--- config.mk ---
export PLATFORM = sky130hd
export DESIGN_NAME = sar_adc_sequencer
export DESIGN_NICKNAME = d
export VERILOG_FILES = /design/src/verilog/sar_adc_pkg.sv /design/src/verilog/sar_adc_sequencer.sv
export SDC_FILE = /design/constraint.sdc
export NUM_CORES = 1
export LEC_CHECK = 0
export ABC_AREA = 1
export BUFFER_PORTS_ARGS = -buffer_cell sky130_fd_sc_hd__buf_2
export CORE_ASPECT_RATIO = 0.6
export CORE_MARGIN = 8
export CORE_UTILIZATION = 55
export DETAILED_ROUTE_END_ITERATION = 10
export PLACE_DENSITY = 0.92
export SLEW_MARGIN = 20
export SYNTH_ARGS = -nofsm -noshare
export SYNTH_HDL_FRONTEND = slang
export SYNTH_SLANG_ARGS = --single-unit
--- constraint.sdc ---
create_clock -name clk -period 5.6 [get_ports clk]
set_clock_uncertainty 0.2 [all_clocks]
set_input_delay 0.84 -clock clk [delete_from_list [all_inputs] [get_ports clk]]
set_output_delay 0.84 -clock clk [all_outputs]
set_load 0.01 [all_outputs]
--- src/verilog/sar_adc_pkg.sv ---
package sar_adc_pkg;
  localparam int RESULT_BITS  = 12;
  localparam int CHAN_COUNT   = 14;
  localparam int PRESC_BITS   = 6;
  localparam int CONV_CLOCKS  = 30;
  localparam int SAMPLE_CLOCKS = CONV_CLOCKS - RESULT_BITS;

  // Converter clock ceiling and the peripheral clock rate
  localparam int MAX_CONV_KHZ = 4500;
  localparam int PCLK_KHZ     = 125000;
  // Smallest divisor that keeps the converter clock at or below its ceiling
  localparam int MIN_DIV      = (PCLK_KHZ + MAX_CONV_KHZ - 1) / MAX_CONV_KHZ;

  // Byte offsets
  localparam logic [7:0] OFS_CONTROL  = 8'h00;
  localparam logic [7:0] OFS_RESULT   = 8'h04;
  localparam logic [7:0] OFS_PRESC    = 8'h08;
  localparam logic [7:0] OFS_IRQ_STAT = 8'h0c;
  localparam logic [7:0] OFS_IRQ_MASK = 8'h10;

  // Control register fields
  localparam int CTL_CHAN_LSB  = 0;
  localparam int CTL_START_BIT = 4;
  localparam int CTL_TRIG_LSB  = 8;
  localparam int CTL_DONE_BIT  = 12;
  localparam int CTL_BUSY_BIT  = 13;

  localparam logic [3:0]  CHAN_RESET  = 4'h0;
  localparam logic [3:0]  TRIG_RESET  = 4'h0;
  localparam logic [5:0]  PRESC_RESET = 6'h1f;
  localparam logic [11:0] RESULT_RESET = 12'h000;
  localparam logic        MASK_RESET  = 1'b0;

  typedef struct packed {
    logic [3:0] channel;
    logic [3:0] trig_enable;
  } control_s;

  typedef struct packed {
    logic        psel;
    logic        penable;
    logic        pwrite;
    logic [7:0]  paddr;
    logic [31:0] pwdata;
  } apb_req_s;
endpackage

--- src/verilog/sar_adc_sequencer.sv ---
`timescale 1ns/10ps
module sar_adc_sequencer #(
  parameter int RES_W = sar_adc_pkg::RESULT_BITS,
  parameter int CHANS = sar_adc_pkg::CHAN_COUNT
) (
  input  wire logic              clk,
  input  wire logic              rst,
  input  wire logic              psel,
  input  wire logic              penable,
  input  wire logic              pwrite,
  input  wire logic [7:0]        paddr,
  input  wire logic [31:0]       pwdata,
  output logic      [31:0]       prdata,
  output logic                   pready,
  output logic                   pslverr,
  input  wire logic              general_timer_a,
  input  wire logic              general_timer_b,
  input  wire logic              general_timer_c,
  input  wire logic              pwm_timer_counter,
  input  wire logic              comparator_high,
  output logic      [CHANS-1:0]  channel_route,
  output logic      [RES_W-1:0]  dac_code,
  output logic                   sample_hold,
  output logic                   adc_irq
);

  typedef enum logic [2:0] {
    ST_IDLE   = 3'b001,
    ST_SAMPLE = 3'b010,
    ST_APPROX = 3'b100
  } seq_state_e;

  function automatic logic [CHANS-1:0] decode_channel(input logic [3:0] sel);
    logic [CHANS-1:0] onehot;
    onehot = '0;
    for (int i = 0; i < CHANS; i++) begin
      if (sel == 4'(i)) begin
        onehot[i] = 1'b1;
      end
    end
    return onehot;
  endfunction

  sar_adc_pkg::apb_req_s req;
  assign req = '{psel, penable, pwrite, paddr, pwdata};

  sar_adc_pkg::control_s ctl_reg, ctl_next;
  logic [5:0]       presc_reg, presc_next;
  logic [5:0]       div_cnt_reg, div_cnt_next;
  logic             tick;
  seq_state_e       state_reg, state_next;
  logic [4:0]       step_reg, step_next;
  logic [RES_W-1:0] approx_reg, approx_next;
  logic [RES_W-1:0] trial_reg, trial_next;
  logic [RES_W-1:0] result_reg, result_next;
  logic             done_reg, done_next;
  logic             stat_reg, stat_next;
  logic             mask_reg, mask_next;
  logic             sw_start_reg, sw_start_next;
  logic [3:0]       trig_prev_reg;
  logic [3:0]       trig_now;
  logic [3:0]       trig_rise;
  logic             complete;
  logic             wr_en;
  logic             rd_en;
  logic             addr_ok;
  logic [31:0]      prdata_next;
  logic [CHANS-1:0] route_next;
  logic [RES_W-1:0] dac_next;
  logic             hold_next;
  logic [5:0]       eff_div;
  logic             pready_next;
  logic             pslverr_next;
  logic             irq_next;

  assign wr_en = req.psel && req.penable && req.pwrite;
  assign rd_en = req.psel && !req.penable && !req.pwrite;
  assign addr_ok = (req.paddr == sar_adc_pkg::OFS_CONTROL) ||
                   (req.paddr == sar_adc_pkg::OFS_RESULT) ||
                   (req.paddr == sar_adc_pkg::OFS_PRESC) ||
                   (req.paddr == sar_adc_pkg::OFS_IRQ_STAT) ||
                   (req.paddr == sar_adc_pkg::OFS_IRQ_MASK);

  assign trig_now  = {pwm_timer_counter, general_timer_c, general_timer_b, general_timer_a};
  assign trig_rise = trig_now & ~trig_prev_reg & ctl_reg.trig_enable;

  // Divisor below the floor would overclock the converter, so it is clamped
  assign eff_div = (presc_reg < 6'(sar_adc_pkg::MIN_DIV)) ? 6'(sar_adc_pkg::MIN_DIV)
                                                           : presc_reg;

  // Prescaler: one tick every eff_div peripheral clocks
  always_comb begin
    tick = (div_cnt_reg >= eff_div - 6'h01);
    div_cnt_next = tick ? 6'h00 : div_cnt_reg + 6'h01;
  end

  assign complete = tick && (state_reg == ST_APPROX) &&
                    (step_reg == 5'(sar_adc_pkg::CONV_CLOCKS - 1));

  // Register file and flags
  always_comb begin
    ctl_next      = ctl_reg;
    presc_next    = presc_reg;
    mask_next     = mask_reg;
    stat_next     = stat_reg;
    done_next     = done_reg;
    sw_start_next = sw_start_reg;
    // Consuming a pending start comes first, so a start written in the same
    // cycle survives and runs after this conversion
    if (state_reg == ST_IDLE && (sw_start_reg || |trig_rise)) begin
      sw_start_next = 1'b0;
      done_next     = 1'b0;
    end
    if (wr_en) begin
      case (req.paddr)
        sar_adc_pkg::OFS_CONTROL: begin
          ctl_next.channel     = req.pwdata[sar_adc_pkg::CTL_CHAN_LSB +: 4];
          ctl_next.trig_enable = req.pwdata[sar_adc_pkg::CTL_TRIG_LSB +: 4];
          if (req.pwdata[sar_adc_pkg::CTL_START_BIT]) begin
            sw_start_next = 1'b1;
          end
        end
        sar_adc_pkg::OFS_PRESC:    presc_next = req.pwdata[5:0];
        sar_adc_pkg::OFS_IRQ_STAT: begin
          if (req.pwdata[0]) begin
            stat_next = 1'b0;
          end
        end
        sar_adc_pkg::OFS_IRQ_MASK: mask_next = req.pwdata[0];
        default: ;
      endcase
    end
    // Completion wins over a same-cycle clear
    if (complete) begin
      done_next = 1'b1;
      stat_next = 1'b1;
    end
  end

  // Conversion sequencer: sampling clocks, then one bit per converter clock
  always_comb begin
    state_next  = state_reg;
    step_next   = step_reg;
    approx_next = approx_reg;
    trial_next  = trial_reg;
    result_next = result_reg;
    case (state_reg)
      ST_IDLE: begin
        if (sw_start_reg || |trig_rise) begin
          state_next  = ST_SAMPLE;
          step_next   = 5'h00;
          approx_next = '0;
          trial_next  = {1'b1, {(RES_W-1){1'b0}}};
        end
      end
      ST_SAMPLE: begin
        if (tick) begin
          step_next = step_reg + 5'h01;
          if (step_reg == 5'(sar_adc_pkg::SAMPLE_CLOCKS - 1)) begin
            state_next = ST_APPROX;
          end
        end
      end
      ST_APPROX: begin
        if (tick) begin
          step_next = step_reg + 5'h01;
          if (comparator_high) begin
            approx_next = approx_reg | trial_reg;
          end
          trial_next = trial_reg >> 1;
          // Last tick folds the final comparator decision into the result
          if (complete) begin
            result_next = comparator_high ? (approx_reg | trial_reg) : approx_reg;
            state_next  = ST_IDLE;
          end
        end
      end
      default: state_next = ST_IDLE;
    endcase
  end

  // Analog-side drives and bus read data
  always_comb begin
    route_next = decode_channel(ctl_reg.channel);
    hold_next  = (state_next == ST_SAMPLE);
    dac_next   = approx_next | trial_next;
    // Trial code rests at zero while idle
    if (state_next == ST_IDLE) begin
      dac_next = '0;
    end
    prdata_next = prdata;
    if (rd_en) begin
      case (req.paddr)
        sar_adc_pkg::OFS_CONTROL: begin
          prdata_next = '0;
          prdata_next[sar_adc_pkg::CTL_CHAN_LSB +: 4] = ctl_reg.channel;
          prdata_next[sar_adc_pkg::CTL_TRIG_LSB +: 4] = ctl_reg.trig_enable;
          prdata_next[sar_adc_pkg::CTL_DONE_BIT]      = done_reg;
          prdata_next[sar_adc_pkg::CTL_BUSY_BIT]      = (state_reg != ST_IDLE);
        end
        sar_adc_pkg::OFS_RESULT:   prdata_next = {20'h00000, result_reg};
        sar_adc_pkg::OFS_PRESC:    prdata_next = {26'h0000000, presc_reg};
        sar_adc_pkg::OFS_IRQ_STAT: prdata_next = {31'h00000000, stat_reg};
        sar_adc_pkg::OFS_IRQ_MASK: prdata_next = {31'h00000000, mask_reg};
        default:                   prdata_next = 32'h00000000;
      endcase
    end
  end

  // Handshake and interrupt level, registered with the other outputs
  always_comb begin
    // Zero wait states: ready answers every setup cycle one clock later
    pready_next  = req.psel && !req.penable;
    pslverr_next = req.psel && !req.penable && !addr_ok;
    irq_next     = stat_next && mask_next;
  end

  // Prescaler counter runs free, so the first tick after a start may come early
  always_ff @(posedge clk) begin
    if (rst) begin
      div_cnt_reg <= 6'h00;
    end else begin
      div_cnt_reg <= div_cnt_next;
    end
  end

  // Trigger history for edge detection; the pins idle low
  always_ff @(posedge clk) begin
    if (rst) begin
      trig_prev_reg <= 4'h0;
    end else begin
      trig_prev_reg <= trig_now;
    end
  end

  // Register file and flags
  always_ff @(posedge clk) begin
    if (rst) begin
      ctl_reg      <= '{sar_adc_pkg::CHAN_RESET, sar_adc_pkg::TRIG_RESET};
      presc_reg    <= sar_adc_pkg::PRESC_RESET;
      mask_reg     <= sar_adc_pkg::MASK_RESET;
      stat_reg     <= 1'b0;
      done_reg     <= 1'b0;
      sw_start_reg <= 1'b0;
    end else begin
      ctl_reg      <= ctl_next;
      presc_reg    <= presc_next;
      mask_reg     <= mask_next;
      stat_reg     <= stat_next;
      done_reg     <= done_next;
      sw_start_reg <= sw_start_next;
    end
  end

  // Conversion sequencer
  always_ff @(posedge clk) begin
    if (rst) begin
      state_reg  <= ST_IDLE;
      step_reg   <= 5'h00;
      approx_reg <= '0;
      trial_reg  <= '0;
      result_reg <= sar_adc_pkg::RESULT_RESET;
    end else begin
      state_reg  <= state_next;
      step_reg   <= step_next;
      approx_reg <= approx_next;
      trial_reg  <= trial_next;
      result_reg <= result_next;
    end
  end

  // Registered outputs
  always_ff @(posedge clk) begin
    if (rst) begin
      prdata        <= 32'h00000000;
      pready        <= 1'b0;
      pslverr       <= 1'b0;
      channel_route <= '0;
      dac_code      <= '0;
      sample_hold   <= 1'b0;
      adc_irq       <= 1'b0;
    end else begin
      prdata        <= prdata_next;
      pready        <= pready_next;
      pslverr       <= pslverr_next;
      channel_route <= route_next;
      dac_code      <= dac_next;
      sample_hold   <= hold_next;
      adc_irq       <= irq_next;
    end
  end

endmodule // sar_adc_sequencer

==> flow_summary.yaml <==
layout:
  nFillCells: 728
  utilization: 0.660
  areaGrowthSynthToFinish_pct: 17.9
  largest_registers: "channel_route (14), prdata (14)"
  drive_gt1_frac: 0.167
  design_area_sq_mm: 0.00600
  fin_nets: 818
  stdcell_count: 888
  diodes: 0
synthesis:
  synth.most_common_cell: "nand2_1"
  ys_ff_latch: 116
  synth_largest_area_cell: "dfxtp_1"
  avgSynthCellArea_sq_um: 7.40
  synth-edff-count: 0
  synth_top_area_share: 0.456
  synth.distinct_cells: 38
  synthCells: 688
  ys_warn_count: 0
  synth_flop_cell: "dfxtp_1"
  async_flop_share: 0
  yosysSeqAreaShare: 0.456
  netlist_area_sq_mm: 0.00509
  synth_common_cells: "156 x nand2_1, 116 x dfxtp_1, 83 x inv_1"
  ys_top_cells_by_area: "dfxtp_1 46%, nand2_1 12%, inv_1 6.1%"
floorplan:
  start_util: 0.560
  io_pins: 112
  die_h_microns: 90.5
  core_area_sq_mm: 0.00909
  dieArea_sq_mm: 0.0127
  num_rows: 27
  die_w_microns: 140
global_route:
  grt_pass1_wl_microns: 21100
  track_usage: 0.205
  overflow: 0
  grt_max_degree: 52
  grt_pass1_vias: 4296
  antenna_found_initial: 0
timing:
  tns_ns: 0
  drv_slew: 0
  finalHoldViolCount: 0
  setup_viol: 0
  period_minus_slack_ns: 3.54
  rsz0062_at_grt: "no"
  relSlewSlack: 0.312
  tightest_slew_ns: 1.03
  period_share: 0.632
  max_freq_ghz: 0.282
critical_path:
  endpoint: "result_reg[6]"
  endpoint_kind: "flop"
  critPathMaxFanout: 16
  reg2reg_depth: 12
  cp_data_required_time_ns: 5.68
  worstPathArrival_ns: 3.62
  r2r-end: "result_reg[6]"
  reg2reg_from: "presc_reg[0]"
  critPathKind: "reg2reg"
  cp-start-kind: "flop"
  r2r_slack_ns: 2.06
  startpoint: "presc_reg[0]"
route:
  vias: 4676
  drc: 0
  detail-route-antenna-nets: 0
  wl_per_cell_microns: 14.7
  via_per_inst: 5.27
  drt-initial-drc-count: 491
  first_pass_iters: 5
  routed_wirelength_microns: 13000
hold_path:
  min_from: "result_reg[1]"
  hp-class: "reg2reg"
clock_tree:
  hold_buffers: 0
  post_cts_buffers: 0
  clkSlewWorstSetupHoldPaths_ns: 0.06
  cts_root_buf: "clkbuf_16"
  clk_latency_ns: 0.42
  cts-buffers-inserted: 17
  cts_tree: "built"
  cts.htree.levels: 4
  cts_resized: 0
  cts_sinks: 116
  cts_buffer_depth: 2
placement:
  dp_hpwl_microns: 9000
  dp.cells: 856
  gp_congestion: 0.868
  dpl_cell_area_sq_mm: 0.00542
  placement.io_buffers: 71
pwr:
  powerDensity_mw_per_mm2: 326
  leakagePower_nw: 2.79
  p_total_mw: 1.96
  irDropWorstVdd_v: 0.000210
flow_run:
  maxCapViolations: 0
run_status:
  outcome: "complete, no violations"
placed cells by master, fill, tap and decap left out, types with 2 or more instances in the layout:
master and instances:
nand2_4 4, clkinv_4 4, nand3b_1 5, o21ai_0 30
xnor2_1 2, clkinv_1 2, inv_1 83, nand2_2 3
inv_2 5, inv_8 2, buf_2 71, nor3_1 3
ha_1 9, buf_4 2, o211ai_1 6, inv_6 8
dfxtp_1 116, a21oi_2 3, nor2_1 81, o22ai_1 12
nand3_1 49, nor3b_1 2, conb_1 18, a21oi_1 58
xor2_1 3, nand4_1 3, nand2_1 156, clkbuf_16 17
nor2_4 4
kinds of logic (layout without fill, tap and decap cells):
logic type | after synthesis | count (layout) | synth area share
AOI/OAI and AO/OA | 115 | 115 | 0.128
xor gates and xnor gates | 5 | 5 | 0.00861
adders and majority gates | 9 | 9 | 0.0221
buffers and inverters | 128 | 195 | 0.115
DFF | 116 | 116 | 0.456
other | 1 | 18 | 0.000737
and+or+nand+nor | 314 | 314 | 0.269
critical path, stage by stage (launching register included):
cell	delay, ns
dfxtp_1	0.37
nor4_1	0.52
nand2_1	0.15
o21ai_0	0.26
ha_1	0.30
nand2_2	0.09
inv_2	0.05
a21oi_4	0.44
nand2_4	0.24
nand2_4	0.15
inv_1	0.08
nand2_1	0.41
o21ai_0	0.14
where the power goes:
group / switching [mW] / leakage [nW] / internal [mW] / total, mW
clock: 0.432 / 0.288 / 0.629 / 1.06
combinational: 0.0425 / 1.56 / 0.0170 / 0.0594
sequential: 0.00351 / 0.937 / 0.832 / 0.835
total: 0.478 / 2.79 / 1.48 / 1.96
area by class of cell:
| cell class | instances | area, sq um | area share |
|---|---|---|---|
| sequential | 116 | 2320 | 0.387 |
| multi-input combinational | 461 | 2240 | 0.374 |
| clock buffer | 17 | 425 | 0.0709 |
| timing repair buffer | 73 | 370 | 0.0617 |
| inverter | 90 | 338 | 0.0563 |
| clock inverter | 15 | 158 | 0.0263 |
| tap | 116 | 145 | 0.0242 |
layer usage:
layer,global-route usage,wire length [microns],vias up
met5,0,0,-
met4,0.0710,116,0
met3,0.0723,1240,14
met2,0.301,5640,227
met1,0.273,6040,2127
li1,-,-,2308
metrics by stage:
step,worst slack [ns],hold slack [ns]
after global placement,2.26,0.240
final,2.06,0.264
after global routing,1.76,0.272
after floorplan,3.02,0.229
after detailed placement,2.17,0.248
after CTS,2.14,0.263
worst min path at each step:
stage,to,slack (ns),cells after the start
after global routing,prdata[12],0.27,2
after detailed placement,result_reg[1],0.25,2
final,result_reg[1],0.26,2
after global placement,div_cnt_reg[0],0.24,1
after floorplan,result_reg[0],0.23,2
after CTS,result_reg[1],0.26,2
Note: power is estimated with default switching activity, not from simulation.
